## src/iscc_defines.svh

```systemverilog
// Constants for the instrument status and serial line configuration block.
`ifndef ISCC_DEFINES_SVH
`define ISCC_DEFINES_SVH

// ****************************************
// Register numbers
// ****************************************
`define ISCC_REG_CFG 16'h23f1
`define ISCC_REG_MAXBAUD 16'h23f4
`define ISCC_REG_GOOD_HI 16'h23f6
`define ISCC_REG_GOOD_LO 16'h23f7
`define ISCC_REG_BAD 16'h23f8
`define ISCC_REG_EXC 16'h23f9
`define ISCC_REG_MAXPROBE 16'h2451
`define ISCC_REG_PROBE_HI 16'h2452
`define ISCC_REG_PROBE_LO 16'h2453
`define ISCC_REG_MAXSENS 16'h2454
`define ISCC_REG_SENS_HI 16'h2455
`define ISCC_REG_SENS_LO 16'h2456

// ****************************************
// Configuration word fields and reset value
// ****************************************
`define ISCC_CFG_MODE_BIT 0
`define ISCC_CFG_BAUD_LSB 1
`define ISCC_CFG_DATA_BIT 4
`define ISCC_CFG_PAR_LSB 5
`define ISCC_CFG_STOP_BIT 7
`define ISCC_CFG_RESET 16'h0012
`define ISCC_PAR_NONE 2'h2

// ****************************************
// Exception codes, address and baud limits
// ****************************************
`define ISCC_EXC_DATA_VALUE 8'h03
`define ISCC_EXC_RTU_7BIT 8'h84
`define ISCC_EXC_NONE 8'h00
`define ISCC_ADDR_MAX 8'hf7
`define ISCC_MIN_BAUD_ID 3'h1

`endif

```

## src/iscc_pkg.sv

```systemverilog
// Types for the instrument status and serial line configuration block.
`default_nettype none
package iscc_pkg;
  typedef enum logic [1:0] {
    ISCC_PAR_EVEN = 2'b00,
    ISCC_PAR_ODD = 2'b01,
    ISCC_PAR_NO = 2'b10
  } iscc_parity_t;

  // Fields run from bit 7 down to bit 0 of the configuration word.
  typedef struct packed {
    logic two_stop;
    logic [1:0] parity;
    logic eight_bits;
    logic [2:0] baud_id;
    logic ascii_mode;
  } iscc_line_t;

  typedef enum logic [1:0] {
    ISCC_ST_IDLE = 2'b00,
    ISCC_ST_PEND = 2'b01,
    ISCC_ST_SWAP = 2'b10
  } iscc_cfg_state_t;
endpackage
`default_nettype wire

```

## src/iscc_sat_counter.sv

```systemverilog
// Saturating diagnostic message counter with software clear.
`timescale 1ns/1ns
`default_nettype none
module iscc_sat_counter #(
  parameter int WIDTH = 16
) (
  // Clock and reset.
  input wire logic clk_in,
  input wire logic rst_b_in,
  // Control.
  input wire logic inc_in,
  input wire logic clr_in,
  // Count.
  output logic [WIDTH-1:0] count_out
);
  initial begin
    if (WIDTH < 2) begin
      $error("iscc_sat_counter: WIDTH too small");
    end
  end

  // An increment in the clear cycle is kept, so no event is lost.
  always_ff @(posedge clk_in or negedge rst_b_in) begin
    if (!rst_b_in) begin
      count_out <= '0;
    end else if (clr_in) begin
      count_out <= {{(WIDTH-1){1'b0}}, inc_in};
    end else if (inc_in && !(&count_out)) begin
      count_out <= count_out + 1'b1;
    end
  end
endmodule // iscc_sat_counter
`default_nettype wire

```

## src/iscc_status_or.sv

```systemverilog
// Reduction of per-sensor status words into the shared sensor status byte.
`timescale 1ns/1ns
`default_nettype none
module iscc_status_or #(
  parameter int NUM_SENS = 32
) (
  // Sensor status words, eight bits per connection.
  input wire logic [NUM_SENS*8-1:0] sens_stat_in,
  input wire logic [NUM_SENS-1:0] sens_active_in,
  // Combined byte.
  output logic [7:0] or_out
);
  initial begin
    if (NUM_SENS < 1 || NUM_SENS > 32) begin
      $error("iscc_status_or: NUM_SENS out of range");
    end
  end

  // Bits 6 and 7 are reserved and read zero.
  always_comb begin
    or_out = 8'h00;
    for (int i = 0; i < NUM_SENS; i++) begin
      if (sens_active_in[i]) begin
        or_out = or_out | sens_stat_in[i*8 +: 8];
      end
    end
    or_out[7:6] = 2'b00;
  end
endmodule // iscc_status_or
`default_nettype wire

```

## src/iscc_top.sv

```systemverilog
// Status, serial line configuration and diagnostic register logic.
// Summary of operation
// - Status bits 0-7 OR sensor status bits.
// - Low status bits: alarms, warnings; 6-7 reserved.
// - Bits 8-14 common device conditions; 15 reserved.
// - Unused common status bits read zero.
// - Unused device-specific bits 16-31 read zero.
// - Config bit 0 picks RTU or ASCII.
// - Config bits 1-3 hold baud identifier.
// - Data bits, parity, stop bits fields.
// - Reply at old settings, then switch.
// - Support 9600 up to maximum baud id.
// - Unsupported baud write gets exception 3.
// - RTU with seven bits at a supported baud gets exception 0x84.
// - RTU 8E1 always; ASCII 7E1 when offered.
// - Counters never wrap; only host clears.
// - Good counter counts well formed local messages.
// - Bad counter counts malformed messages.
// - Exception counter counts exception replies.
// - Gateway maps up to 32 probe addresses.
// - Probe bit n answers at address+n+1.
// - Own address plus probes within 247.
// - Report sensor image count and status.
// - Read-only maximum baud identifier register.
`timescale 1ns/1ns
`default_nettype none
`include "iscc_defines.svh"
module iscc_top #(
  parameter int NUM_SENS = 32,
  parameter int NUM_PROBE = 32,
  parameter logic [2:0] MAX_BAUD_ID = 3'h3,
  parameter logic ASCII_OK = 1'b1,
  parameter logic [7:0] COMMON_USED = 8'h7f,
  parameter logic [15:0] SPECIFIC_USED = 16'h0000
) (
  // Clock and reset.
  input wire logic REF_CLK_IN,
  input wire logic RST_B_IN,
  // Register access from the protocol engine.
  input wire logic REG_WR_IN,
  input wire logic REG_RD_IN,
  input wire logic [15:0] REG_NUM_IN,
  input wire logic [15:0] REG_WDATA_IN,
  output logic [15:0] REG_RDATA_OUT,
  output logic REG_ACK_OUT,
  output logic [7:0] REG_EXC_OUT,
  // Message events.
  input wire logic MSG_GOOD_IN,
  input wire logic MSG_BAD_IN,
  input wire logic MSG_EXC_IN,
  input wire logic RESP_DONE_IN,
  input wire logic [2:0] CNT_CLR_IN,
  // Status sources.
  input wire logic [NUM_SENS*8-1:0] SENS_STAT_IN,
  input wire logic [NUM_SENS-1:0] SENS_ACTIVE_IN,
  input wire logic [7:0] COMMON_STAT_IN,
  input wire logic [15:0] SPECIFIC_STAT_IN,
  input wire logic [NUM_PROBE-1:0] PROBE_LINK_IN,
  // Gateway addressing.
  input wire logic [7:0] OWN_ADDR_IN,
  input wire logic [7:0] RX_ADDR_IN,
  output logic ADDR_OWN_OUT,
  output logic ADDR_PROBE_OUT,
  output logic [4:0] PROBE_PORT_OUT,
  output logic [7:0] OWN_ADDR_OK_OUT,
  // Status and active line settings.
  output logic [31:0] DEVICE_STATUS_OUT,
  output logic [15:0] LINE_CFG_OUT,
  output logic [5:0] SENS_COUNT_OUT
);
  import iscc_pkg::*;

  initial begin
    if (NUM_SENS < 1 || NUM_SENS > 32 || NUM_PROBE < 1 || NUM_PROBE > 32) begin
      $error("iscc_top: connection counts must be 1 to 32");
    end
    if (MAX_BAUD_ID < `ISCC_MIN_BAUD_ID) begin
      $error("iscc_top: 9600 and 19200 must both be supported");
    end
  end

  // ****************************************
  // Status word
  // ****************************************
  logic [7:0] sens_or;
  logic [31:0] status_nxt;

  iscc_status_or #(.NUM_SENS(NUM_SENS)) u_or (
    .sens_stat_in(SENS_STAT_IN),
    .sens_active_in(SENS_ACTIVE_IN),
    .or_out(sens_or)
  );

  // Bit 15 is reserved; unused common and specific bits are masked off.
  always_comb begin
    status_nxt[7:0] = sens_or;
    status_nxt[15:8] = COMMON_STAT_IN & COMMON_USED & 8'h7f;
    status_nxt[31:16] = SPECIFIC_STAT_IN & SPECIFIC_USED;
  end

  always_ff @(posedge REF_CLK_IN or negedge RST_B_IN) begin
    if (!RST_B_IN) begin
      DEVICE_STATUS_OUT <= 32'h0;
    end else begin
      DEVICE_STATUS_OUT <= status_nxt;
    end
  end

  // ****************************************
  // Configuration write check
  // ****************************************
  function automatic logic [7:0] cfg_check(input logic [15:0] w);
    iscc_line_t l;
    l = w[7:0];
    if (l.baud_id > MAX_BAUD_ID) begin
      cfg_check = `ISCC_EXC_DATA_VALUE;
    end else if (!l.ascii_mode && !l.eight_bits) begin
      cfg_check = `ISCC_EXC_RTU_7BIT;
    end else if (l.ascii_mode && !ASCII_OK) begin
      cfg_check = `ISCC_EXC_DATA_VALUE;
    end else if (l.parity > `ISCC_PAR_NONE) begin
      cfg_check = `ISCC_EXC_DATA_VALUE;
    end else begin
      cfg_check = `ISCC_EXC_NONE;
    end
  endfunction

  function automatic logic is_reg(input logic [15:0] n, input logic [15:0] r);
    is_reg = (n == r);
  endfunction

  logic cfg_wr;
  logic [7:0] cfg_err;
  assign cfg_wr = REG_WR_IN && is_reg(REG_NUM_IN, `ISCC_REG_CFG);
  assign cfg_err = cfg_check(REG_WDATA_IN);

  // ****************************************
  // Deferred switch to new line settings
  // ****************************************
  iscc_cfg_state_t state_r;
  logic [15:0] cfg_r;
  logic [15:0] pend_r;

  always_ff @(posedge REF_CLK_IN or negedge RST_B_IN) begin
    if (!RST_B_IN) begin
      state_r <= ISCC_ST_IDLE;
    end else begin
      unique case (state_r)
        ISCC_ST_IDLE: begin
          if (cfg_wr && cfg_err == `ISCC_EXC_NONE) begin
            state_r <= ISCC_ST_PEND;
          end
        end
        ISCC_ST_PEND: begin
          if (RESP_DONE_IN) begin
            state_r <= ISCC_ST_SWAP;
          end
        end
        ISCC_ST_SWAP: begin
          state_r <= ISCC_ST_IDLE;
        end
        default: begin
          state_r <= ISCC_ST_IDLE;
        end
      endcase
    end
  end

  always_ff @(posedge REF_CLK_IN or negedge RST_B_IN) begin
    if (!RST_B_IN) begin
      pend_r <= `ISCC_CFG_RESET;
    end else if (cfg_wr && cfg_err == `ISCC_EXC_NONE &&
                 state_r == ISCC_ST_IDLE) begin
      pend_r <= {8'h00, REG_WDATA_IN[7:0]};
    end
  end

  // Active settings change only after the reply has left the line.
  always_ff @(posedge REF_CLK_IN or negedge RST_B_IN) begin
    if (!RST_B_IN) begin
      cfg_r <= `ISCC_CFG_RESET;
    end else if (state_r == ISCC_ST_SWAP) begin
      cfg_r <= pend_r;
    end
  end

  assign LINE_CFG_OUT = cfg_r;

  // ****************************************
  // Register access answer
  // ****************************************
  logic [15:0] good_hi;
  logic [15:0] good_lo;
  logic [15:0] bad_cnt;
  logic [15:0] exc_cnt;
  logic [31:0] good_cnt;
  logic [15:0] rdata_nxt;
  logic [7:0] exc_nxt;
  logic [31:0] probe_vec;
  logic [31:0] sens_vec;

  assign good_hi = good_cnt[31:16];
  assign good_lo = good_cnt[15:0];
  assign probe_vec = 32'(PROBE_LINK_IN);
  assign sens_vec = 32'(SENS_ACTIVE_IN);

  always_comb begin
    rdata_nxt = 16'h0;
    exc_nxt = `ISCC_EXC_NONE;
    if (cfg_wr) begin
      exc_nxt = cfg_err;
    end else if (REG_RD_IN) begin
      unique case (REG_NUM_IN)
        `ISCC_REG_CFG: rdata_nxt = cfg_r;
        `ISCC_REG_MAXBAUD: rdata_nxt = {13'h0, MAX_BAUD_ID};
        `ISCC_REG_GOOD_HI: rdata_nxt = good_hi;
        `ISCC_REG_GOOD_LO: rdata_nxt = good_lo;
        `ISCC_REG_BAD: rdata_nxt = bad_cnt;
        `ISCC_REG_EXC: rdata_nxt = exc_cnt;
        `ISCC_REG_MAXPROBE: rdata_nxt = 16'(NUM_PROBE);
        `ISCC_REG_PROBE_HI: rdata_nxt = probe_vec[31:16];
        `ISCC_REG_PROBE_LO: rdata_nxt = probe_vec[15:0];
        `ISCC_REG_MAXSENS: rdata_nxt = {10'h0, SENS_COUNT_OUT};
        `ISCC_REG_SENS_HI: rdata_nxt = sens_vec[31:16];
        `ISCC_REG_SENS_LO: rdata_nxt = sens_vec[15:0];
        default: rdata_nxt = 16'h0;
      endcase
    end
  end

  always_ff @(posedge REF_CLK_IN or negedge RST_B_IN) begin
    if (!RST_B_IN) begin
      REG_RDATA_OUT <= 16'h0;
      REG_EXC_OUT <= `ISCC_EXC_NONE;
    end else begin
      REG_RDATA_OUT <= rdata_nxt;
      REG_EXC_OUT <= exc_nxt;
    end
  end

  always_ff @(posedge REF_CLK_IN or negedge RST_B_IN) begin
    if (!RST_B_IN) begin
      REG_ACK_OUT <= 1'b0;
    end else begin
      REG_ACK_OUT <= REG_WR_IN || REG_RD_IN;
    end
  end

  // ****************************************
  // Diagnostic message counters
  // ****************************************
  iscc_sat_counter #(.WIDTH(32)) u_good (
    .clk_in(REF_CLK_IN),
    .rst_b_in(RST_B_IN),
    .inc_in(MSG_GOOD_IN),
    .clr_in(CNT_CLR_IN[0]),
    .count_out(good_cnt)
  );

  iscc_sat_counter #(.WIDTH(16)) u_bad (
    .clk_in(REF_CLK_IN),
    .rst_b_in(RST_B_IN),
    .inc_in(MSG_BAD_IN),
    .clr_in(CNT_CLR_IN[1]),
    .count_out(bad_cnt)
  );

  iscc_sat_counter #(.WIDTH(16)) u_exc (
    .clk_in(REF_CLK_IN),
    .rst_b_in(RST_B_IN),
    .inc_in(MSG_EXC_IN),
    .clr_in(CNT_CLR_IN[2]),
    .count_out(exc_cnt)
  );

  // ****************************************
  // Gateway address map
  // ****************************************
  logic [8:0] own_lim;
  logic [8:0] rx_off;

  // The own address is clamped so that every probe address fits.
  always_comb begin
    own_lim = 9'(`ISCC_ADDR_MAX) - 9'(NUM_PROBE);
    OWN_ADDR_OK_OUT = (9'(OWN_ADDR_IN) > own_lim) ? own_lim[7:0] :
                      OWN_ADDR_IN;
    rx_off = 9'(RX_ADDR_IN) - 9'(OWN_ADDR_OK_OUT) - 9'h1;
  end

  // Address own+n+1 selects probe port n when that port is linked.
  always_ff @(posedge REF_CLK_IN or negedge RST_B_IN) begin
    if (!RST_B_IN) begin
      ADDR_OWN_OUT <= 1'b0;
      ADDR_PROBE_OUT <= 1'b0;
      PROBE_PORT_OUT <= 5'h0;
    end else begin
      ADDR_OWN_OUT <= (RX_ADDR_IN == OWN_ADDR_OK_OUT);
      ADDR_PROBE_OUT <= (RX_ADDR_IN > OWN_ADDR_OK_OUT) &&
                        (rx_off < 9'(NUM_PROBE)) &&
                        probe_vec[rx_off[4:0]];
      PROBE_PORT_OUT <= rx_off[4:0];
    end
  end

  // ****************************************
  // Sensor image count
  // ****************************************
  always_ff @(posedge REF_CLK_IN or negedge RST_B_IN) begin
    if (!RST_B_IN) begin
      SENS_COUNT_OUT <= 6'h0;
    end else begin
      SENS_COUNT_OUT <= 6'($countones(SENS_ACTIVE_IN));
    end
  end
endmodule // iscc_top
`default_nettype wire

```

## config.mk

```make
export PLATFORM = sky130hd
export DESIGN_NAME = iscc_top
export DESIGN_NICKNAME = d
export VERILOG_FILES = /design/src/iscc_pkg.sv /design/src/iscc_sat_counter.sv /design/src/iscc_status_or.sv /design/src/iscc_top.sv
export VERILOG_INCLUDE_DIRS = /design/src
export SDC_FILE = /design/constraint.sdc
export NUM_CORES = 1
export LEC_CHECK = 0
export ABC_AREA = 1
export BUFFER_PORTS_ARGS = -buffer_cell sky130_fd_sc_hd__buf_2
export CELL_PAD_IN_SITES_DETAIL_PLACEMENT = 1
export CELL_PAD_IN_SITES_GLOBAL_PLACEMENT = 1
export CORE_MARGIN = 2
export CORE_UTILIZATION = 29
export CTS_CLUSTER_SIZE = 16
export DETAILED_ROUTE_END_ITERATION = 8
export PLACE_DENSITY = 0.78
export SYNTH_ARGS = -nofsm -noshare
export SYNTH_HDL_FRONTEND = slang
export SYNTH_SLANG_ARGS = --single-unit
```

## constraint.sdc

```tcl
create_clock -name REF_CLK_IN -period 1.8 [get_ports REF_CLK_IN]
set_input_delay 0.27 -clock REF_CLK_IN [delete_from_list [all_inputs] [get_ports REF_CLK_IN]]
set_output_delay 0.27 -clock REF_CLK_IN [all_outputs]
set_load 0.02 [all_outputs]
```

[Word-level counts from Yosys, hierarchy flattened]
Index checks and enable logic that the tools add are counted.
W data, S select, Z words.
Word-level totals
  bits in registers: 133
  input bits: 403
  output and inout port bits: 94
  word-level logic and storage cells: 179
Cells by class
  $add $sub $neg: 36
  order comparisons: 6
  equality and inequality tests: 17
  multiplexer cells: 51
  bitwise logic cells: 31
  reductions and logical operators: 24
Operators by type and width (count)
  $eq A16 B14 Y1 const B: 12
  $mux W6: 32
  $pmux W16 S12: 1
  $or A6 B6 Y6: 31
  $mux W16: 6
  $mux W32: 2
  $add A1 B1 Y2: 16
  $add A16 B1 Y16 const B: 2
  $add A32 B1 Y32 const B: 1
  $mux W8: 4
  $reduce_and A16 Y1: 2
  $reduce_and A32 Y1: 1
  $add A2 B2 Y3: 8
  $add A3 B3 Y4: 4
  $add A4 B4 Y5: 2
  $logic_and A1 B1 Y1: 9
  $lt A9 B6 Y1 const B: 1
  $sub A8 B8 Y9: 1
  $sub A9 B1 Y9 const B: 1
  $eq A8 B8 Y1: 1
  $gt A8 B8 Y1: 1
  $gt A8 B8 Y1 const B: 1
  $logic_not A8 Y1: 1
  $add A5 B5 Y6: 1
  15 further kinds: 24

[Depth between registers and ports, before layout]
Gate-level depths: netlist of the first run.
  depth in word-level cells: 63
  mapped depth: 18
  gate-level depth less buffers: 17

[Hierarchy]
Synthesis of the first run repeated with hierarchy kept, for this count alone.
Unflattened totals
  cell total of the unflattened synthesis: 1702
  area, all modules: 11172.0 µm²
By module, submodules not included
  iscc_top: instances 1, cells an instance 700, area an instance 5235.0 µm², seq. area each 1631.6 µm²
  iscc_sat_counter at u_good: instances 1, cells an instance 323, area an instance 2432.3 µm², seq. area each 800.8 µm²
  iscc_sat_counter at u_bad ...: instances 2, cells an instance 149, area an instance 1033.5 µm², seq. area each 400.4 µm²
  iscc_status_or: instances 1, cells an instance 381, area an instance 1437.6 µm², seq. area each 0.0 µm²

[Least setup slack after synthesis of the first run]
Ideal clock, no wire load.
  kind: input to register
  start point: input SENS_ACTIVE_IN[23]
  end point: register SENS_COUNT_OUT[4]
  library setup time: 0.121 ns
  arrival time: 4.427 ns
  required time: 1.679 ns
  setup slack: -2.748 ns
  stages: 16
  path buffers: 1
  cells stage by stage: clkbuf_1 -> inv_1 -> fa_1 -> fa_1 -> inv_1 -> fa_1 -> inv_1 -> fa_1 -> fa_1 -> fa_1 -> inv_1 -> ha_1 -> inv_1 -> fa_1 -> o21a_1 -> xor2_1
Between the ends
  cells in the longest elaborated chain, start to end: 5
RTL lines
  from (decl): RTL line iscc_top.sv:55  | input wire logic [NUM_SENS-1:0] SENS_ACTIVE_IN,
  $add A1 B1 Y2 (not written as such): RTL line iscc_top.sv:312  | SENS_COUNT_OUT <= 6'($countones(SENS_ACTIVE_IN));
  $add A2 B2 Y3 (not written as such): RTL line iscc_top.sv:312
  $add A3 B3 Y4 (not written as such): RTL line iscc_top.sv:312
  $add A4 B4 Y5 (not written as such): RTL line iscc_top.sv:312
  $add A5 B5 Y6 (not written as such): RTL line iscc_top.sv:312
  to (signal assigned): RTL line iscc_top.sv:312
  to (decl): RTL line iscc_top.sv:69  | output logic [5:0] SENS_COUNT_OUT
No other way between the ends.
A chain may end at the register's enable or synchronous reset.

[Final worst setup path of the first run]
  start point: input SENS_ACTIVE_IN[17]
  end point: register SENS_COUNT_OUT[4]
Same word-level chain as after synthesis.

==> summary.md, run 1 <==
| Metric | Value |
|---|---|
| Total Wirelength | 56.5 mm |
| Max-cap violations | 0 |
| Drt drc | 0 |
| Vias in the first global route | 14,000 |
| TritonCTS Sinks | 127 |
| Post-DP HPWL | roughly 46 mm |
| Die width | between 150 and 200 microns |
| CP required | 2.12 ns |
| Average cell area after synthesis | 6.91 sq um |
| Placer Congestion | between 0.9 and 1 |
| Layout Nets | roughly 2,500 |
| Clk_lat worst skew | roughly 0.44 ns |
| RSZ-0062 raised after global routing | true |
| Count leader, synth | nand2_1 |
| Data arrival, critical path | between 4 and 5 ns |
| Yosys reg bits | around 130 |
| DIE AREA | between 30,000 and 40,000 sq um |
| Slew Viols, Final | 0 |
| Failing checks | negative setup slack |
| Post-synth EDFFs | 0 |
| # IOs | between 400 and 500 |
| Overflow after GRT | 0 |
| Routed wire per std cell | roughly 22 microns |
| Setup WS pre-CTS | -2.79 ns |
| Die H | ~200 microns |
| CTS Buffer Depth | 2 |
| Final Critical Period | ~4.1 ns |
| Hold WC Path Type | primary input to flop |
| First-pass GRT wire length | 82.6 mm |
| Initial Util | 29.3% |
| Startpoint types | primary input |
| DR pass1 iterations | 5 |
| Synth async-reset ratio | 100% |
| Distinct cells, synth | 45 |
| Slew margin rel. | 66.5% |
| Total number of vias | about 13,000 |
| Via/cell ratio | about 5.2 |
| Critical path capture point type | flop |
| Max Clock Freq | 0.244 GHz |
| Peak supply drop | between 800 and 900 uV |
| CP max FO | 2 |
| Synth Flop Type | dfrtp_1 |
| Seq/Total Area, Yosys | 29.8% |
| Leak Pwr | roughly 8.0 nW |
| PD cells | 805 nW/um^2 |
| Core ar. | between 30,000 and 40,000 sq um |
| Ranking of synthesized cells by area | dfrtp_1 29%, nand2_1 14%, nor2_1 8.0% |
| Tightest Pin Transition | between 0.4 and 0.5 ns |
| Iteration-0 DRC Markers | ~750 |
| Util after Layout | ~43% |
| Top cells by count, synth | 391 x nand2_1, 227 x nor2_1, 160 x inv_1 |
| CTS root buffer | clkbuf_16 |
| Total GRT Usage | 28.5% |
| Final period utilization | 228% |
| Area share of the largest cell type after synthesis | about 29% |
| Proportion of layout cells with a drive suffix above 1 | ~36% |
| Hold Vio Cnt, Final | 0 |
| Clock Skew | about 0.017 ns |
| Largest net degree at the start of global routing | 39 |
| Antenna violations before repair | 6 |
| CTS tree | done |
| Critical path type | primary input to flop |
| Final WS setup | -2.30 ns |
| Final Setup Violations | 8 |
| Syn Inst Count | between 1,500 and 2,000 |
| CTS buffer count | 17 |
| Clk slew on worst S/H paths | approximately 0.060 ns |
| Outcome | complete, but fails checks |
| Htree depth | 4 |
| Post-route ant nets | 0 |
| Site Rows | 70 |
| Synthesized area | 10,700 sq um |
| Largest area contributor in the synthesized netlist | dfrtp_1 |
| Layout Area Growth over Synthesis | 46.2% |
| Yosys warns | 0 |
| Input/output buffers | roughly 380 |
## where the power goes
part	switching [mW]	internal, mW	leakage, nW
clock network	1.48	2.54	0.316
registers	0.136	3.02	1.64
logic	2.83	2.57	6.00
total	4.45	8.13	7.95
## layout by cell type (no fill, tap or decap), drive strengths merged, types with 3 or more instances in the layout
cell         instances
nand2              396
nand3b               9
a22o                73
conb                31
diode                4
clkinvlp             5
xnor2                5
dlygate4sd3          8
o211ai               3
xor2                19
clkinv               4
fa                  25
ha                  19
o31ai                6
or2                  4
nand3              130
clkbuf              21
a221oi              11
mux2                 5
buf                569
a21oi               36
o21ai               57
dfrtp              123
nor2               250
nor3                21
bufinv               5
dfstp                4
inv                173
nor4                 8
nand4               77
## kinds of logic after synthesis
| group | Yosys count | share of synthesized area (%) |
|---|---|---|
| AO/OA/AOI/OAI | 197 | 13.0 |
| buffers and inverters | 252 | 10.6 |
| other | 1 | 0.0351 |
| flip-flops | 127 | 29.8 |
| adder cells (fa/ha/maj) | 44 | 6.91 |
| XOR/XNOR | 24 | 1.97 |
| multiplexers | 5 | 0.527 |
| AND/OR/NAND/NOR | 896 | 37.2 |
## sequential cells by signal, summed over array words and instances (netlist names), 5 cells and up
register	count
u_exc.count_out	16
u_bad.count_out	16
DEVICE_STATUS_OUT	13
SENS_COUNT_OUT	6
PROBE_PORT_OUT	5
pend_r	8
u_good.count_out	32
LINE_CFG_OUT	8
REG_RDATA_OUT	16
## worst paths after layout
| path | cells after the start | startpoint | to | slack (ns) |
|---|---|---|---|---|
| worst max-delay path | 16 | SENS_ACTIVE_IN[17] | SENS_COUNT_OUT[4] | -2.30 |
| worst min-delay path | 2 | REG_WDATA_IN[3] | REG_EXC_OUT[2] | 0.01 |
| worst max register to register | 8 | u_good.count_out[23] | u_good.count_out[26] | -0.03 |
| worst min register to register | 2 | pend_r[4] | pend_r[4] | 0.47 |
| max in group asynchronous | 4 | RST_B_IN | u_exc.count_out[9] | 0.88 |
| min in group asynchronous | 2 | RST_B_IN | DEVICE_STATUS_OUT[14] | 0.30 |
## timing repair
action,CTS,global route
gates resized for setup,39,67
pin swaps,31,19
endpoints found under the setup margin,10,55
hold buffers,8,0
cloned,1,3
hold endpoints to repair,38,0
buffers inserted,7,11
## per-stage QoR
step / setup TNS, ns / hold WS (ns) / std cells / total power, mW / cell area (sq um)
2_1_floorplan: -14.16 / -0.0256 / 1576 / 5.70 / 10900
3_3_place_gp: -17.12 / 0.204 / 2515 / 7.49 / 14300
3_5_place_dp: -18.36 / 0.213 / 2515 / 7.59 / 14300
4_1_cts: -12.63 / 0.000838 / 2563 / 12.6 / 15200
5_1_grt: -14.63 / 0.00590 / 2581 / 13.3 / 15600
6_report: -12.97 / 0.0100 / 2581 / 12.6 / 15600
## routing by layer
| layer | up-vias | share of wire (%) | routed length (microns) | global-route usage (%) |
|---|---|---|---|---|
| met4 | 2 | 5.0 | 2850 | 13.9 |
| met3 | 147 | 6.5 | 3690 | 4.95 |
| met1 | 6566 | 39 | 22000 | 32.8 |
| met2 | 565 | 50 | 28000 | 50.9 |
| met5 | - | 0.028 | 16 | 0 |
| li1 | 6171 | - | - | - |
## cell type report
class | instances | area [sq um]
diodes | 4 | 10.0
clock buffers | 19 | 453
clock inverters | 13 | 209
fillers | 4717 | 20800
inverters | 173 | 658
multi-input cells | 1197 | 6810
flip-flops and latches | 127 | 3200
well taps | 468 | 586
repair buffers | 579 | 3690
repair inverters | 1 | 7.51
## critical path, stage by stage
cell	delay (ns)
buf_12	0.11
fa_1	0.54
inv_2	0.04
fa_1	0.52
inv_2	0.04
fa_1	0.49
inv_2	0.05
fa_1	0.45
fa_1	0.55
fa_1	0.45
inv_2	0.09
ha_4	0.12
inv_2	0.04
fa_2	0.34
o21a_1	0.18
xor2_1	0.14
(Power assumes the default switching activity.)
==> run 2: changes to the inputs <==
--- a/config.mk
+++ b/config.mk
@@ -14,7 +14,8 @@
 export CORE_UTILIZATION = 29
 export CTS_CLUSTER_SIZE = 16
 export DETAILED_ROUTE_END_ITERATION = 8
-export PLACE_DENSITY = 0.78
+export HOLD_SLACK_MARGIN = 0.12
+export PLACE_DENSITY_LB_ADDON = 0.3
 export SYNTH_ARGS = -nofsm -noshare
 export SYNTH_HDL_FRONTEND = slang
 export SYNTH_SLANG_ARGS = --single-unit
==> run 2 against run 1 <==
The flow still finishes with violations (negative setup slack). Design area is essentially flat. Wire length grew 1.7%. Global-route usage grew 1.1 points. Total power shrank 7.6%. Clock-buffer cell count shrank 1. Combinational power shrank 6.8%. First-iteration DRC count grew 6.9%. Setup slack gained 0.0095 ns. Sequential share of layout area is essentially flat. Largest power group unchanged. Highest routed layer unchanged.
==> summary.md, run 2 (synthesis gave the netlist of run 1 again) <==
| Metric | Value |
|---|---|
| Total power | 11.6 mW (-7.6%) |
| CP peak stage delay | 0.52 ns (-0.03 ns) |
| Setup TNS | -12.75 ns (+0.222 ns) |
| Most frequent cells in the layout | 387 x nand2_1, 369 x buf_2, 211 x nor2_1 |
| Failing checks | negative setup slack |
| Part of the power in registers | 27.1% (+2.0 points) |
| Most common cell after layout, fill and taps aside | nand2_1 |
| Clk_lat worst skew | 0.45 ns (about the same) |
| TritonCTS Sinks | 127 (unchanged) |
| Internal power | 7.25 mW (-11%) |
| DR pass1 iterations | 5 (unchanged) |
| CTS root buffer | clkbuf_16 |
| Outcome | complete, but fails checks |
| CTS tree | done |
| Overflow after GRT | 0 (unchanged) |
| Slew margin rel. | 66.2% (-0.25 points) |
| Core ar. | 36,400 sq um (unchanged) |
| DIE AREA | 38,400 sq um (unchanged) |
| Initial Util | 29.3% (unchanged) |
| Site Rows | 70 (unchanged) |
| # IOs | 497 (unchanged) |
| Largest net degree at the start of global routing | 43 (+10%) |
| Switching power | 4.38 mW (-1.7%) |
| Max Clock Freq | 0.245 GHz (+0.23%) |
| Max FFs per register | 32 (unchanged) |
| Most common cell on crit path | fa_1 |
| Final WS setup | -2.29 ns (+0.00954 ns) |
| Drt drc | 0 (unchanged) |
| Final period utilization | 227% (-0.53 points) |
| Layout Nets | 2,568 (+0.98%) |
| Total number of vias | 13,300 (-0.78%) |
| PD cells | 744 nW/um^2 (-7.6%) |
| Layout Area Growth over Synthesis | 46.2% (about the same) |
| CP required | 2.12 ns (about the same) |
| Clock Skew | 0.0174 ns (+0.0000651 ns) |
| Largest register by flop count | u_good.count_out |
| CTS Buffer Depth | 2 (unchanged) |
| Htree depth | 4 (unchanged) |
| CP max FO | 2 (unchanged) |
| Data arrival, critical path | 4.41 ns (about the same) |
| Post-route ant nets | 0 (unchanged) |
| Layout Cells excl Fill | 2,611 (+1.2%) |
| Hold WC Path Type | primary input to flop |
| Slew Viols, Final | 0 (unchanged) |
| Critical path capture point type | flop |
| Total GRT Usage | 29.6% (+1.1 points) |
| Sw Share | 37.6% (+2.3 points) |
| Cell count after placement | 2,526 (+0.44%) |
| First-pass GRT wire length | 84.8 mm (+2.6%) |
| Die H | 196 microns (unchanged) |
| Antenna violations before repair | 12 (+6) |
| Iteration-0 DRC Markers | 805 (+6.9%) |
| Comb pwr share | 43.3% (+0.3 points) |
| Setup WS pre-CTS | -2.80 ns (-0.00718 ns) |
| Proportion of layout cells with a drive suffix above 1 | 35.1% (-0.94 points) |
| Final Setup Violations | 7 (-1) |
| Clock power frac | 29.6% (-2.3 points) |
| CTS buffer count | 17 (unchanged) |
| Leak Pwr | 7.91 nW (-0.54%) |
| Hold Vio Cnt, Final | 0 (unchanged) |
| Placer Congestion | 0.983 (+1.9%) |
| Peak supply drop | 769 uV (-9.3%) |
| Clk slew on worst S/H paths | 0.07 ns (about the same) |
| Via/cell ratio | 5.11 (-1.9%) |
| Die width | 196 microns (unchanged) |
| Final Critical Period | 4.09 ns (-0.00954 ns) |
| RSZ-0062 raised after global routing | true |
| Tightest Pin Transition | 0.507 ns (+0.00836 ns) |
| Routed wire per std cell | 22.0 microns (+0.58%) |
| Worst Path Buf+Inv | 6 (unchanged) |
| Slowest cell on the critical path | fa_2 |
| Post-DP HPWL | 46.8 mm (+2.7%) |
| Startpoint types | primary input |
| Vias in the first global route | 14,000 (+0.34%) |
| Critical path type | primary input to flop |
| Input/output buffers | 376 (unchanged) |
| CP top delay family | adder cells |
| Total Wirelength | 57.5 mm (+1.7%) |
| CP cell instances | buf_2 > inv_1 > fa_1 > fa_1 > inv_1 > fa_2 > inv_2 > fa_2 > fa_1 > fa_1 > inv_2 > ha_4 > inv_2 > fa_2 > o21a_1 > xor2_1 |
| Max-cap violations | 0 (unchanged) |
## run 2: cell count changes in the layout (fill, tap and decap cells not counted), sizes merged, moves of 2 or more
cell and delta:
dlygate4sd3 +23, buf +2, inv +4, bufinv -4, diode +5
## run 2: final timing paths
| path | slack [ns] | start | cells after the start | endpoint |
|---|---|---|---|---|
| max | -2.29 | SENS_ACTIVE_IN[23] | 16 | SENS_COUNT_OUT[4] |
| min | 0.15 | SENS_STAT_IN[136] | 4 | DEVICE_STATUS_OUT[0] |
| max reg2reg | 0.09 | u_good.count_out[9] | 10 | u_good.count_out[28] |
| min reg2reg | 0.47 | pend_r[1] | 2 | pend_r[1] |
| max in group asynchronous | 0.82 | RST_B_IN | 3 | LINE_CFG_OUT[4] |
| min in group asynchronous | 0.34 | RST_B_IN | 2 | DEVICE_STATUS_OUT[1] |
## run 2: per-layer routing
layer / wire (microns) / GRT usage, %
met2: 28900 / 52.9
met3: 3380 / 5.12
met4: 2450 / 13.2
met5: 26 / 0
met1: 22700 / 34.6
## run 2: layout make-up
type / count / area, sq um
timing repair buffer: 605 / 3890
inverter: 173 / 661
tap: 468 / 586
clock buffer: 18 / 429
antenna: 9 / 22.5
fill: 4743 / 20800
sequential: 127 / 3190
clock inverter: 14 / 133
multi-input combinational: 1197 / 6710
## run 2: what timing repair did
item | in CTS | in global routing
endpoints found under the setup margin | 8 | 47
buffers inserted | 2 | 9
gates resized for setup | 21 | 66
hold endpoints to repair | 59 | 0
cloned | 0 | 3
hold buffers | 31 | 0
pin swaps | 16 | 27
## run 2: worst min-delay path: stages
cell     delay [ns]
buf_2          0.07
a22o_1         0.12
nor4_1         0.05
nand4_1        0.06
## run 2: metrics by stage
stage | instance area [sq um] | util [%] | hold WS (ns)
floorplan | 10900 | - | -0.0256
global placement | 14300 | 39.4 | 0.249
detailed placement | 14300 | 39.4 | 0.257
CTS | 15300 | 41.9 | 0.137
global route | 15600 | 42.9 | 0.163
finish | 15600 | 42.9 | 0.153
## run 2: power groups by stage
stage	clock [mW]	sequential (mW)	combinational (mW)
floorplan	0	3.27	2.44
global placement	0	3.20	4.28
detailed placement	0	3.19	4.37
CTS	3.53	3.14	4.92
global route	3.64	3.15	5.52
finish	3.44	3.15	5.04
==> run 3: changes to the inputs <==
--- a/config.mk
+++ b/config.mk
@@ -7,15 +7,16 @@
 export NUM_CORES = 1
 export LEC_CHECK = 0
 export ABC_AREA = 1
-export BUFFER_PORTS_ARGS = -buffer_cell sky130_fd_sc_hd__buf_2
 export CELL_PAD_IN_SITES_DETAIL_PLACEMENT = 1
 export CELL_PAD_IN_SITES_GLOBAL_PLACEMENT = 1
-export CORE_MARGIN = 2
-export CORE_UTILIZATION = 29
+export CORE_AREA = 2 2 193 195
 export CTS_CLUSTER_SIZE = 16
 export DETAILED_ROUTE_END_ITERATION = 8
+export DIE_AREA = 0 0 195 197
+export DONT_BUFFER_PORTS = 1
 export HOLD_SLACK_MARGIN = 0.12
 export PLACE_DENSITY_LB_ADDON = 0.3
+export SLEW_MARGIN = 40
 export SYNTH_ARGS = -nofsm -noshare
 export SYNTH_HDL_FRONTEND = slang
 export SYNTH_SLANG_ARGS = --single-unit
==> constraint.sdc (replaced) <==
create_clock -name REF_CLK_IN -period 3.3 [get_ports REF_CLK_IN]
set_input_delay 0.495 -clock REF_CLK_IN [delete_from_list [all_inputs] [get_ports REF_CLK_IN]]
set_output_delay 0.495 -clock REF_CLK_IN [all_outputs]
set_load 0.02 [all_outputs]
==> run 3 against run 2 <==
The flow finishes with violations (negative hold slack, negative setup slack). Flip-flop and latch count stayed put. Die area hardly changed. Total power is 50% lower. Clock power is 46% lower. Sequential share of layout area is 6.5 points higher.
==> summary.md, run 3 (synthesis gave the netlist of run 1 again) <==
| Metric | Value |
|---|---|
| Outcome | complete, but fails checks |
| Failing checks | negative hold slack, negative setup slack |
| Routed wire per std cell | 25.7 microns (+17%) |
| Overflow after GRT | 0 (unchanged) |
| Total power | 5.85 mW (-50%) |
| Critical path type | primary input to flop |
| Most frequent cells in the layout | 391 x nand2_1, 227 x nor2_1, 152 x inv_1 |
| Vias in the first global route | 11,500 (-18%) |
| Flop-to-flop setup slack | 0.87 ns (+0.78 ns) |
| Max FFs per register | 32 (unchanged) |
| CTS tree | done |
| Via/cell ratio | 5.43 (+6.1%) |
| Htree depth | 4 (unchanged) |
| Max Clock Freq | 0.239 GHz |
| Most common cell after layout, fill and taps aside | nand2_1 |
| Post-route ant nets | 0 (unchanged) |
| DIE AREA | 38,400 sq um (about the same) |
| PD cells | 495 nW/um^2 (-34%) |
| Clk_lat worst skew | 0.44 ns (about the same) |
| Clock Skew | 0.0111 ns (-0.00630 ns) |
| Setup bufs post-CTS | 0 (-2) |
| First-pass GRT wire length | 75.8 mm (-11%) |
| Die width | 195 microns (-0.47%) |
| Slew Viols, Final | 0 (unchanged) |
| CTS Buffer Depth | 2 (unchanged) |
| Data arrival, critical path | 4.51 ns (+0.10 ns) |
| Highest metal used | met5 |
| Die H | 197 microns (+0.55%) |
| Setup TNS | -4.20 ns (+8.55 ns) |
| Site Rows | 70 (unchanged) |
| Final period utilization | 127% |
| # IOs | 497 (unchanged) |
| CTS root buffer | clkbuf_16 |
| Core ar. | 36,300 sq um (-0.48%) |
| CP max FO | 8 (+6) |
| Met2 routed WL | 25.7 mm (-11%) |
| TritonCTS Sinks | 127 (unchanged) |
| Placer Congestion | 0.915 (-6.9%) |
| Largest register by flop count | u_good.count_out |
| CTS buffer count | 17 (unchanged) |
| Drt drc | 0 (unchanged) |
| Hold Vio Cnt, Final | 123 (+123) |
| Clk slew on worst S/H paths | 0.07 ns (about the same) |
| Startpoint types | primary input |
| RR Endpoint | u_bad.count_out[9] |
| Fill count | 4,572 (-3.6%) |
| Leak Pwr | 5.34 nW (-33%) |
| CP required | 3.63 ns (+1.51 ns) |
| Antenna violations before repair | 17 (+5) |
| Peak supply drop | 391 uV (-49%) |
| Met1 Wirelength | 20.4 mm (-10%) |
| Final WS setup | -0.886 ns (+1.40 ns) |
| Hold WC Path Type | primary input to asynchronous set/reset pin |
| Reg2Reg Depth | 9 (-1) |
| Layout Area Growth over Synthesis | 10.7% |
| Initial Util | 29.5% (+0.14 points) |
| Largest net degree at the start of global routing | 128 (+200%) |
| Final Critical Period | 4.19 ns |
| Critical path capture point type | flop |
| Hold WS | -0.255 ns (-0.407 ns) |
| RSZ-0062 raised after global routing | true |
| Total number of vias | 11,100 (-17%) |
| DR pass1 iterations | 4 (-1) |
| Launch point of the worst reg-to-reg path | u_bad.count_out[0] |
| Input/output buffers | 0 (-100%) |
| Tightest Pin Transition | 0.658 ns (+0.151 ns) |
| Slew margin rel. | 55.7% (-10 points) |
| Total GRT Usage | 27.1% (-2.5 points) |
| Post-DP HPWL | 41.5 mm (-11%) |
| Proportion of layout cells with a drive suffix above 1 | 9.22% (-26 points) |
| Layout Nets | 1,996 (-22%) |
| Iteration-0 DRC Markers | 668 (-17%) |
| Met3 WL post-DR | 3.89 mm (+15%) |
| Max-cap violations | 0 (unchanged) |
| Total Wirelength | 52.7 mm (-8.3%) |
| Final Setup Violations | 6 (-1) |
run 3: changes by cell type in the layout (fill, tap and decap cells not counted), moves of 14 or more:
cell	change
o21ai_0	+14
o21ai_1	-14
dlygate4sd3_1	-21
nor2_1	+16
buf_4	-164
buf_2	-369
run 3: report_power, final:
part | switching (mW) | internal, mW
Clock | 0.865 | 0.993
Combinational | 1.15 | 1.03
Sequential | 0.168 | 1.65
Total | 2.18 | 3.67
run 3: repair_timing:
item,CTS,global route
setup endpoints to repair,6,6
hold buffers,9,1
pin swaps,4,1
endpoints found under the hold margin,137,128
gates resized for setup,7,5
run 3: layer usage:
layer / global-route usage, % / vias up
met5: 0 / -
met4: 15.2 / 2
met3: 8.37 / 111
met2: 46.0 / 425
met1: 30.2 / 5487
li1: - / 5080
run 3: how the worst max path moves through the flow:
stage,slack (ns),start,depth (start not counted),to
6_report,-0.89,SENS_ACTIVE_IN[17],12,SENS_COUNT_OUT[4]
5_1_grt,-0.95,SENS_ACTIVE_IN[17],15,SENS_COUNT_OUT[4]
2_1_floorplan,-1.20,SENS_ACTIVE_IN[7],13,SENS_COUNT_OUT[4]
3_3_place_gp,-1.27,SENS_ACTIVE_IN[17],15,SENS_COUNT_OUT[4]
3_5_place_dp,-1.30,SENS_ACTIVE_IN[17],15,SENS_COUNT_OUT[4]
4_1_cts,-0.84,SENS_ACTIVE_IN[17],15,SENS_COUNT_OUT[4]
run 3: final cells by class:
class	count	area, sq um	area share, %
Antenna cell	17	42.5	0.360
Clock buffer	19	443	3.75
Clock inverter	13	104	0.878
Inverter	173	652	5.51
Multi-Input combinational cell	1197	6540	55.3
Sequential cell	127	3180	26.9
Tap cell	468	586	4.95
Timing Repair Buffer	33	273	2.31
run 3: per-stage QoR:
step | setup WS (ns) | hold slack (ns) | instance area, sq um | util [%] | instances
2_1_floorplan | -1.20 | 0.199 | 10900 | - | 1576
3_3_place_gp | -1.27 | 0.202 | 11100 | 30.6 | 1988
3_5_place_dp | -1.30 | 0.203 | 11100 | 30.6 | 1988
4_1_cts | -0.845 | -0.279 | 11800 | 32.5 | 2029
5_1_grt | -0.949 | -0.282 | 11800 | 32.6 | 2047
6_report | -0.886 | -0.255 | 11800 | 32.6 | 2047
run 3: worst max-delay path, stage by stage:
cell	delay, ns
fa_1	0.54
inv_2	0.04
fa_1	0.52
inv_2	0.04
fa_1	0.41
fa_2	0.61
fa_2	0.48
fa_2	0.57
inv_1	0.07
fa_2	0.39
o21a_1	0.19
xor2_1	0.14
